[src/asfc_pkg.sv]
package asfc_pkg;
  localparam int ADDR_W = 12;
  localparam int DATA_W = 4;
  localparam int CLK_PERIOD_NS = 10;
  // timing figures of the fastest grade, in ns
  localparam int ADDR_ACCESS_NS = 20;
  localparam int GATE_ACCESS_NS = 10;
  localparam int READ_HOLD_NS = 5;
  localparam int STROBE_RELEASE_NS = 8;
  localparam int SEL_TO_WRITE_END_NS = 18;
  localparam int STROBE_TO_WRITE_END_NS = 16;
  localparam int DATA_SETUP_NS = 12;
  localparam int SEL_TO_CLEAR_END_NS = 40;
  localparam int WIPE_TO_CLEAR_END_NS = 38;
  localparam int CNT_W = 4;
  // least times round up
  localparam int ACCESS_CYC = (ADDR_ACCESS_NS + CLK_PERIOD_NS - 1) / CLK_PERIOD_NS;
  localparam int RELEASE_CYC = (STROBE_RELEASE_NS + CLK_PERIOD_NS - 1) / CLK_PERIOD_NS;
  localparam int WRITE_CYC = (SEL_TO_WRITE_END_NS + CLK_PERIOD_NS - 1) / CLK_PERIOD_NS;
  localparam int CLEAR_CYC = (SEL_TO_CLEAR_END_NS + CLK_PERIOD_NS - 1) / CLK_PERIOD_NS;
  localparam logic [CNT_W-1:0] ACCESS_CNT = CNT_W'(ACCESS_CYC);
  localparam logic [CNT_W-1:0] RELEASE_CNT = CNT_W'(RELEASE_CYC);
  localparam logic [CNT_W-1:0] WRITE_CNT = CNT_W'(WRITE_CYC);
  localparam logic [CNT_W-1:0] CLEAR_CNT = CNT_W'(CLEAR_CYC);
  localparam logic [CNT_W-1:0] CNT_ONE = 4'h1;
  localparam logic [CNT_W-1:0] CNT_ZERO = 4'h0;

  typedef enum logic [1:0] {
    ASFC_OP_READ,
    ASFC_OP_WRITE,
    ASFC_OP_CLEAR
  } asfc_op_e;

  typedef struct packed {
    asfc_op_e            op;
    logic [ADDR_W-1:0]   addr;
    logic [DATA_W-1:0]   wdata;
  } asfc_req_s;

  typedef struct packed {
    logic                chipSelectN;
    logic                outputGateN;
    logic                writeStrobeN;
    logic                wipeAllN;
    logic [ADDR_W-1:0]   wordSelectLines;
  } asfc_pins_s;
endpackage : asfc_pkg

[src/asfc_host.sv]
`timescale 1ns/1ns
// Contract
// chip select high deselects device; bus floats, inputs ignored, standby.
// device powers down automatically while chip select is high.
// select low, strobe high, wipe high gives ripple-through read.
// twelve address lines pick one of 4096 nibbles.
// device drives data only while output gate low during read.
// read data valid within address access delay, 20 ns fastest.
// read data valid within output gate access delay, 10 ns.
// data may be indeterminate before access delay; then correct.
// old read data held at least 5 ns after address change.
// read cycle time equals address access time.
// select and strobe both low means write of data lines.
// write starts at later falling edge, ends at earlier rise.
// host changes address only while select or strobe high.
// host holds address stable through whole write cycle.
// host holds select low 18 ns, strobe low 16 ns.
// device releases bus after strobe falls; host waits before driving. Host drives data with gate high a cycle before strobe falls.
// flash clear zeroes all 16,384 bits at once.
// clear begins when select and wipe are both low.
// clear ends when select or wipe rises; wipe alone ignored.
// during clear bus driven only with gate low, strobe high.
// host holds select low 40 ns, wipe low 38 ns for clear.
// clear may sit in read or write; write timing after wipe rises.
// contents undefined after power-up until written or cleared.
module asfc_host (
  input  wire logic                        ref_clk,        // 100 MHz clock
  input  wire logic                        rst,            // async reset, active high
  input  wire logic                        reqValid,       // request offered
  input  wire asfc_pkg::asfc_req_s         reqData,        // operation, address, write data
  output logic                             reqReady,       // idle, request taken
  output logic                             respValid,      // one-cycle done pulse
  output logic [asfc_pkg::DATA_W-1:0]      respData,       // read nibble
  output asfc_pkg::asfc_pins_s             pins,           // device control pins
  output logic [asfc_pkg::DATA_W-1:0]      dataOut,        // data bus drive value
  output logic                             dataOe,         // data bus drive enable
  input  wire logic [asfc_pkg::DATA_W-1:0] dataIn          // data bus level
);
  // returning bus passes two flops before any logic reads it
  localparam int SYNC_DEPTH = 2;
  // read wait covers the access time plus the synchroniser delay
  localparam int READ_WAIT_CYC = asfc_pkg::ACCESS_CYC + SYNC_DEPTH;
  localparam logic [asfc_pkg::CNT_W-1:0] READ_WAIT = READ_WAIT_CYC[asfc_pkg::CNT_W-1:0];
  // every control pin inactive, address parked at zero
  localparam asfc_pkg::asfc_pins_s PINS_IDLE = '{
    chipSelectN:     1'h1,
    outputGateN:     1'h1,
    writeStrobeN:    1'h1,
    wipeAllN:        1'h1,
    wordSelectLines: {asfc_pkg::ADDR_W{1'h0}}
  };

  typedef enum logic [2:0] {
    ASFC_IDLE,
    ASFC_READ,
    ASFC_WSET,
    ASFC_WRITE,
    ASFC_WEND,
    ASFC_CLEAR,
    ASFC_DONE
  } asfc_state_e;

  asfc_state_e                 state_q;
  asfc_state_e                 state_d;
  logic [asfc_pkg::CNT_W-1:0]  cnt_q;
  logic [asfc_pkg::CNT_W-1:0]  cnt_d;
  asfc_pkg::asfc_pins_s        pins_q;
  asfc_pkg::asfc_pins_s        pins_d;
  logic                        reqReady_q;
  logic                        reqReady_d;
  logic                        respValid_q;
  logic                        respValid_d;
  logic [asfc_pkg::DATA_W-1:0] respData_q;
  logic [asfc_pkg::DATA_W-1:0] respData_d;
  logic [asfc_pkg::DATA_W-1:0] dataOut_q;
  logic [asfc_pkg::DATA_W-1:0] dataOut_d;
  logic                        dataOe_q;
  logic                        dataOe_d;
  wire  [asfc_pkg::DATA_W-1:0] dataSync;

  // two-flop synchroniser per data bit
  genvar bitIdx;
  generate
    for (bitIdx = 0; bitIdx < asfc_pkg::DATA_W; bitIdx++) begin : g_sync
      logic meta_q;
      logic stable_q;
      always_ff @(posedge ref_clk or posedge rst) begin
        if (rst) begin
          meta_q   <= 1'h0;
          stable_q <= 1'h0;
        end else begin
          meta_q   <= dataIn[bitIdx];
          stable_q <= meta_q;
        end
      end
      assign dataSync[bitIdx] = stable_q;
    end
  endgenerate

  // request decode
  wire reqTake   = reqValid && reqReady_q;
  wire opRead    = (reqData.op == asfc_pkg::ASFC_OP_READ);
  wire opWrite   = (reqData.op == asfc_pkg::ASFC_OP_WRITE);
  wire opClear   = (reqData.op == asfc_pkg::ASFC_OP_CLEAR);
  wire takeRead  = reqTake && opRead;
  wire takeWrite = reqTake && opWrite;
  wire takeClear = reqTake && opClear;
  wire takeOther = reqTake && !opRead && !opWrite && !opClear;

  // counter decode
  wire                       cntZero = (cnt_q == asfc_pkg::CNT_ZERO);
  wire                       cntLast = (cnt_q == asfc_pkg::CNT_ONE);
  wire [asfc_pkg::CNT_W-1:0] cntDown = cnt_q - asfc_pkg::CNT_ONE;

  always_comb begin
    state_d     = state_q;
    cnt_d       = cnt_q;
    pins_d      = pins_q;
    reqReady_d  = 1'h0;
    respValid_d = 1'h0;
    respData_d  = respData_q;
    dataOut_d   = dataOut_q;
    dataOe_d    = dataOe_q;
    unique case (state_q)
      ASFC_IDLE: begin
        reqReady_d = !reqTake;
        if (takeRead) begin
          // gate low at once: data ripples out after the access time
          pins_d.wordSelectLines = reqData.addr;
          pins_d.chipSelectN     = 1'h0;
          pins_d.outputGateN     = 1'h0;
          pins_d.writeStrobeN    = 1'h1;
          pins_d.wipeAllN        = 1'h1;
          cnt_d                  = READ_WAIT;
          state_d                = ASFC_READ;
        end else if (takeWrite) begin
          // gate stays high so the device never drives against us
          pins_d.wordSelectLines = reqData.addr;
          pins_d.chipSelectN     = 1'h0;
          pins_d.outputGateN     = 1'h1;
          pins_d.writeStrobeN    = 1'h1;
          pins_d.wipeAllN        = 1'h1;
          dataOut_d              = reqData.wdata;
          dataOe_d               = 1'h1;
          state_d                = ASFC_WSET;
        end else if (takeClear) begin
          pins_d.chipSelectN  = 1'h0;
          pins_d.outputGateN  = 1'h1;
          pins_d.writeStrobeN = 1'h1;
          pins_d.wipeAllN     = 1'h0;
          cnt_d               = asfc_pkg::CLEAR_CNT;
          state_d             = ASFC_CLEAR;
        end else if (takeOther) begin
          // unknown operation code: answer without touching the pins
          respValid_d = 1'h1;
          state_d     = ASFC_DONE;
        end
      end
      ASFC_READ: begin
        if (cntZero) begin
          respData_d         = dataSync;
          pins_d.chipSelectN = 1'h1;
          pins_d.outputGateN = 1'h1;
          respValid_d        = 1'h1;
          state_d            = ASFC_DONE;
        end else begin
          cnt_d = cntDown;
        end
      end
      ASFC_WSET: begin
        // data already stands a full cycle before the strobe falls
        pins_d.writeStrobeN = 1'h0;
        cnt_d               = asfc_pkg::WRITE_CNT;
        state_d             = ASFC_WRITE;
      end
      ASFC_WRITE: begin
        if (cntLast) begin
          pins_d.writeStrobeN = 1'h1;
          state_d             = ASFC_WEND;
        end else begin
          cnt_d = cntDown;
        end
      end
      ASFC_WEND: begin
        // address and data held one cycle past the strobe rise
        pins_d.chipSelectN = 1'h1;
        dataOe_d           = 1'h0;
        respValid_d        = 1'h1;
        state_d            = ASFC_DONE;
      end
      ASFC_CLEAR: begin
        if (cntLast) begin
          // clear stands alone, so any later write starts with fresh timing
          pins_d.chipSelectN = 1'h1;
          pins_d.wipeAllN    = 1'h1;
          respValid_d        = 1'h1;
          state_d            = ASFC_DONE;
        end else begin
          cnt_d = cntDown;
        end
      end
      ASFC_DONE: begin
        reqReady_d = 1'h1;
        state_d    = ASFC_IDLE;
      end
    endcase
  end

  always_ff @(posedge ref_clk or posedge rst) begin
    if (rst) begin
      state_q     <= ASFC_IDLE;
      cnt_q       <= asfc_pkg::CNT_ZERO;
      pins_q      <= PINS_IDLE;
      reqReady_q  <= 1'h1;
      respValid_q <= 1'h0;
      respData_q  <= {asfc_pkg::DATA_W{1'h0}};
      dataOut_q   <= {asfc_pkg::DATA_W{1'h0}};
      dataOe_q    <= 1'h0;
    end else begin
      state_q     <= state_d;
      cnt_q       <= cnt_d;
      pins_q      <= pins_d;
      reqReady_q  <= reqReady_d;
      respValid_q <= respValid_d;
      respData_q  <= respData_d;
      dataOut_q   <= dataOut_d;
      dataOe_q    <= dataOe_d;
    end
  end

  // outputs straight from flops
  assign reqReady  = reqReady_q;
  assign respValid = respValid_q;
  assign respData  = respData_q;
  assign pins      = pins_q;
  assign dataOut   = dataOut_q;
  assign dataOe    = dataOe_q;
endmodule : asfc_host

[config.mk]
export PLATFORM = sky130hd
export DESIGN_NAME = asfc_host
export DESIGN_NICKNAME = d
export VERILOG_FILES = /design/src/asfc_pkg.sv /design/src/asfc_host.sv
export SDC_FILE = /design/constraint.sdc
export NUM_CORES = 1
export LEC_CHECK = 0
export ABC_AREA = 1
export ABC_CLOCK_PERIOD_IN_PS = 2270
export BUFFER_PORTS_ARGS = -buffer_cell sky130_fd_sc_hd__clkbuf_2
export CAP_MARGIN = 20
export CORE_MARGIN = 1.5
export CORE_UTILIZATION = 55
export DETAILED_ROUTE_END_ITERATION = 12
export PLACE_DENSITY = 0.8
export SLEW_MARGIN = 40
export SYNTH_ARGS = -nofsm -noshare
export SYNTH_HDL_FRONTEND = slang
export SYNTH_SLANG_ARGS = --single-unit
[constraint.sdc]
create_clock -name ref_clk -period 2.27 [get_ports ref_clk]
set_clock_uncertainty 0.05 [all_clocks]
set_input_delay 0.227 -clock ref_clk [delete_from_list [all_inputs] [get_ports ref_clk]]
set_output_delay 0.227 -clock ref_clk [all_outputs]
set_load 0.005 [all_outputs]
==> summary.md <==
| Metric | Value |
|---|---|
| Clock-pin slew on the worst setup and hold paths | `110 ps` |
| DR DRC count | `0` |
| Minimum clock period | `1710 ps` |
| Overall die width | `between 60 and 70 µm` |
| IO buf count | `51` |
| Congestion Overflow GR | `0` |
| Vias | `1746` |
| ANT nets after route | `0` |
| Clk buf depth | `2` |
| Initial Util | `57.4%` |
| Worst vdd ir | `approximately 590 µV` |
| Share of flip-flops with an asynchronous set or reset | `100%` |
| XOR/XNOR share of the synthesized area | `0.457%` |
| Post-CTS Setup Inserts | `0` |
| Post-synthesis simple-gate area fraction | `32.9%` |
| Static leakage | `0.00133 µW` |
| Register area share after synthesis | `around 55%` |
| R2R Path Start | `state_q[2]$_DFFE_PP0P_` |
| Nets@finish | `324` |
| CP arrival | `between 1500 and 2000 ps` |
| Post-DP HPWL | `around 3.0 mm` |
| Worst endpoint required time | `2470 ps` |
| Pwr Density | `1190 nW/µm²` |
| Hold Path Depth | `3` |
| Hold crit path type | `in2reg` |
| Fin. Hold Viols | `0` |
| Clock Tree Root | `clkbuf_4` |
| Least-Margin Pin Slew | `495 ps` |
| Initial antenna violation count | `0` |
| CP Capture Type | `flop` |
| Worst-case reg-to-reg path depth | `8` |
| CTS resizes | `0` |
| FMAX | `a little under 600 MHz` |
| Total clock sinks | `42` |
| Final WL | `4.05 mm` |
| Core Area | `roughly 3300 µm²` |
| Total track usage | `23.9%` |
| Area contributors post-synth | `dfrtp_1 (48%), nand2_1 (18%), nand3_1 (7.1%), dfstp_2 (6.9%), nor2_1 (5.1%)` |
| Setup-failing EPs final | `0` |
| Main combinational cell family by area after synthesis | `simple AND/OR/NAND/NOR gates` |
| First-pass GRT wire length | `~6.7 mm` |
| Synth warnings | `0` |
| Gate Count Post-Synth | `between 200 and 250` |
| Largest area contributor in the netlist | `dfrtp_1` |
| Synth Area in Compound Gates | `4.25%` |
| # IOs | `52` |
| Worst Path Max Fanout | `17` |
| Layout cell share with drive strength beyond 1 | `24.8%` |
| Area Growth Syn to Fin | `20.6%` |
| WHS Endpoint | `dataOut[1]$_DFFE_PP0P_` |
| Reg2reg setup slack | `between 500 and 600 ps` |
| Syn Nets | `about 260` |
| CTS HTree Levels | `2` |
| Post-synth EDFFs | `0` |
| Max_slew headroom | `67.0%` |
| Outcome | `complete, no violations` |
| Post-DR wirelength/cell | `11.8 µm` |
| Post-synth top flop | `dfrtp_1` |
| Synth Register Bits | `42` |
| Mux share of post-synthesis cell area | `0%` |
| Synth cell types | `21` |
| Util after Layout | `between 60% and 70%` |
| Ant diodes | `0` |
| Max Slew Vio Count | `0` |
| Vias in the first global route | `1541` |
| RSZ-0062 raised after global routing | `false` |
| Yosys top cell area share | `48.3%` |
| Via-per-instance ratio | `5.08` |
| Max-cap check violation count | `0` |
| Rows | `21` |
| Setup Crit Path Kind | `reg2reg` |
| Period utilization | `between 70% and 80%` |
| Post-synth top cells | `nand2_1 (92), dfrtp_1 (37), nand3_1 (27)` |
| DRT Pass-1 Iters | `4` |
| Most common cell in the netlist | `nand2_1` |
| Die height | `62.0 µm` |
| Post-route cell area | `2310 µm²` |
| Largest net degree at the start of global routing | `between 40 and 50` |
| GPL Wtd Cong | `0.979` |
| Mean Syn Cell Area | `8.08 µm²` |
| Die area | `3850 µm²` |
| Reg2reg end | `cnt_q[2]$_DFFE_PP0P_` |
| DR iter-0 viols | `80` |
| CTS tree | `built` |
| Worst-Skew Late Latency | `350 ps` |
| Sum Neg Setup Slack | `0 ps` |
| Placement Cell Area | `2210 µm²` |
| Num CTS Buffers | `5` |
| Cell Area, Synth | `1920 µm²` |
| Beginning of the worst hold path | `reqData[1]` |
| Cts hold-fix bufs | `5` |
| Startpoint Class | `flop` |
| Adder-Cell Fraction of Synth Area | `1.31%` |
==> layout make-up <==
class | instances | area, µm²
sequential | 42 | 1060
fill | 280 | 1030
multi-input combinational | 170 | 746
timing repair buffer | 58 | 320
inverter | 20 | 75.1
tap | 46 | 57.6
clock buffer | 6 | 41.3
clock inverter | 2 | 13.8
==> how the worst max path moves through the flow <==
stage	startpoint	to	slack, ps	depth (start not counted)
2_1_floorplan	reqReady$_DFF_PP1_	pins[0]$_DFFE_PP0P_	840	6
3_3_place_gp	state_q[2]$_DFFE_PP0P_	pins[1]$_DFFE_PP0P_	640	6
3_5_place_dp	state_q[0]$_DFFE_PP0P_	pins[6]$_DFFE_PP0P_	580	6
4_1_cts	state_q[0]$_DFFE_PP0P_	cnt_q[2]$_DFFE_PP0P_	560	8
5_1_grt	state_q[0]$_DFFE_PP0P_	state_q[0]$_DFFE_PP0P_	390	7
6_report	state_q[2]$_DFFE_PP0P_	cnt_q[2]$_DFFE_PP0P_	560	8
==> sequential cells by signal, indices dropped and copies added (netlist names) <==
| name | flops |
|---|---|
| pins | 16 |
| g_sync.meta_q | 4 |
| respValid | 1 |
| cnt_q | 4 |
| dataOe | 1 |
| dataOut | 4 |
| reqReady | 1 |
| respData | 4 |
| state_q | 3 |
| g_sync.stable_q | 4 |
==> cells in the final DEF (no fill, tap or decap), types with 2 or more instances in the layout <==
master,netlist,final
nand2_2,3,3
a21oi_1,3,3
o21ai_0,7,7
dlygate4sd3_1,0,5
inv_1,18,18
dfrtp_1,37,37
nand2_1,92,92
clkbuf_2,0,51
buf_4,0,2
ha_1,2,2
nor2_1,26,26
nand3_1,27,27
nor2_2,2,2
inv_2,2,2
dfstp_2,5,5
clkbuf_4,0,5
nor3_1,2,2
==> through the flow <==
step	cells	hold slack [ps]	total power, µW	worst slack [ps]
final	344	21.6	2750	558
after global routing	344	23.3	3030	387
after CTS	344	10.8	2760	563
after detailed placement	331	287	2390	579
after global placement	331	281	2360	636
after floorplan	237	208	2010	835
==> critical path, stage by stage, from the launching register on <==
cell	delay, ps
dfrtp_1	500
inv_2	150
nand2_1	110
nor2_4	360
nand2_2	150
nand2_1	100
inv_1	70
nand3_1	90
nand2_1	50
==> metal layers <==
| layer | vias up | global-route usage (%) | wire [µm] |
|---|---|---|---|
| met4 | 0 | 9.12 | 54 |
| li1 | 857 | - | - |
| met3 | 5 | 4.97 | 224 |
| met1 | 826 | 31.1 | 1740 |
| met5 | - | 0 | 0 |
| met2 | 58 | 39.3 | 2030 |
==> logic make-up after synthesis <==
| family | count (synthesis) |
|---|---|
| AO/OA/AOI/OAI | 14 |
| buffers and inverters | 25 |
| XOR/XNOR | 1 |
| AND/OR/NAND/NOR | 153 |
| flip-flops | 42 |
| adder cells (fa/ha/maj) | 2 |
==> report_power, final <==
part | switching (µW) | internal [µW] | leakage (µW) | total (µW)
combinational | 710 | 456 | 0.000771 | 1170
sequential | 191 | 1030 | 0.000522 | 1220
clock | 245 | 122 | 0.0000322 | 367
total | 1150 | 1600 | 0.00133 | 2750
Note: power is estimated with default switching activity, not from simulation.
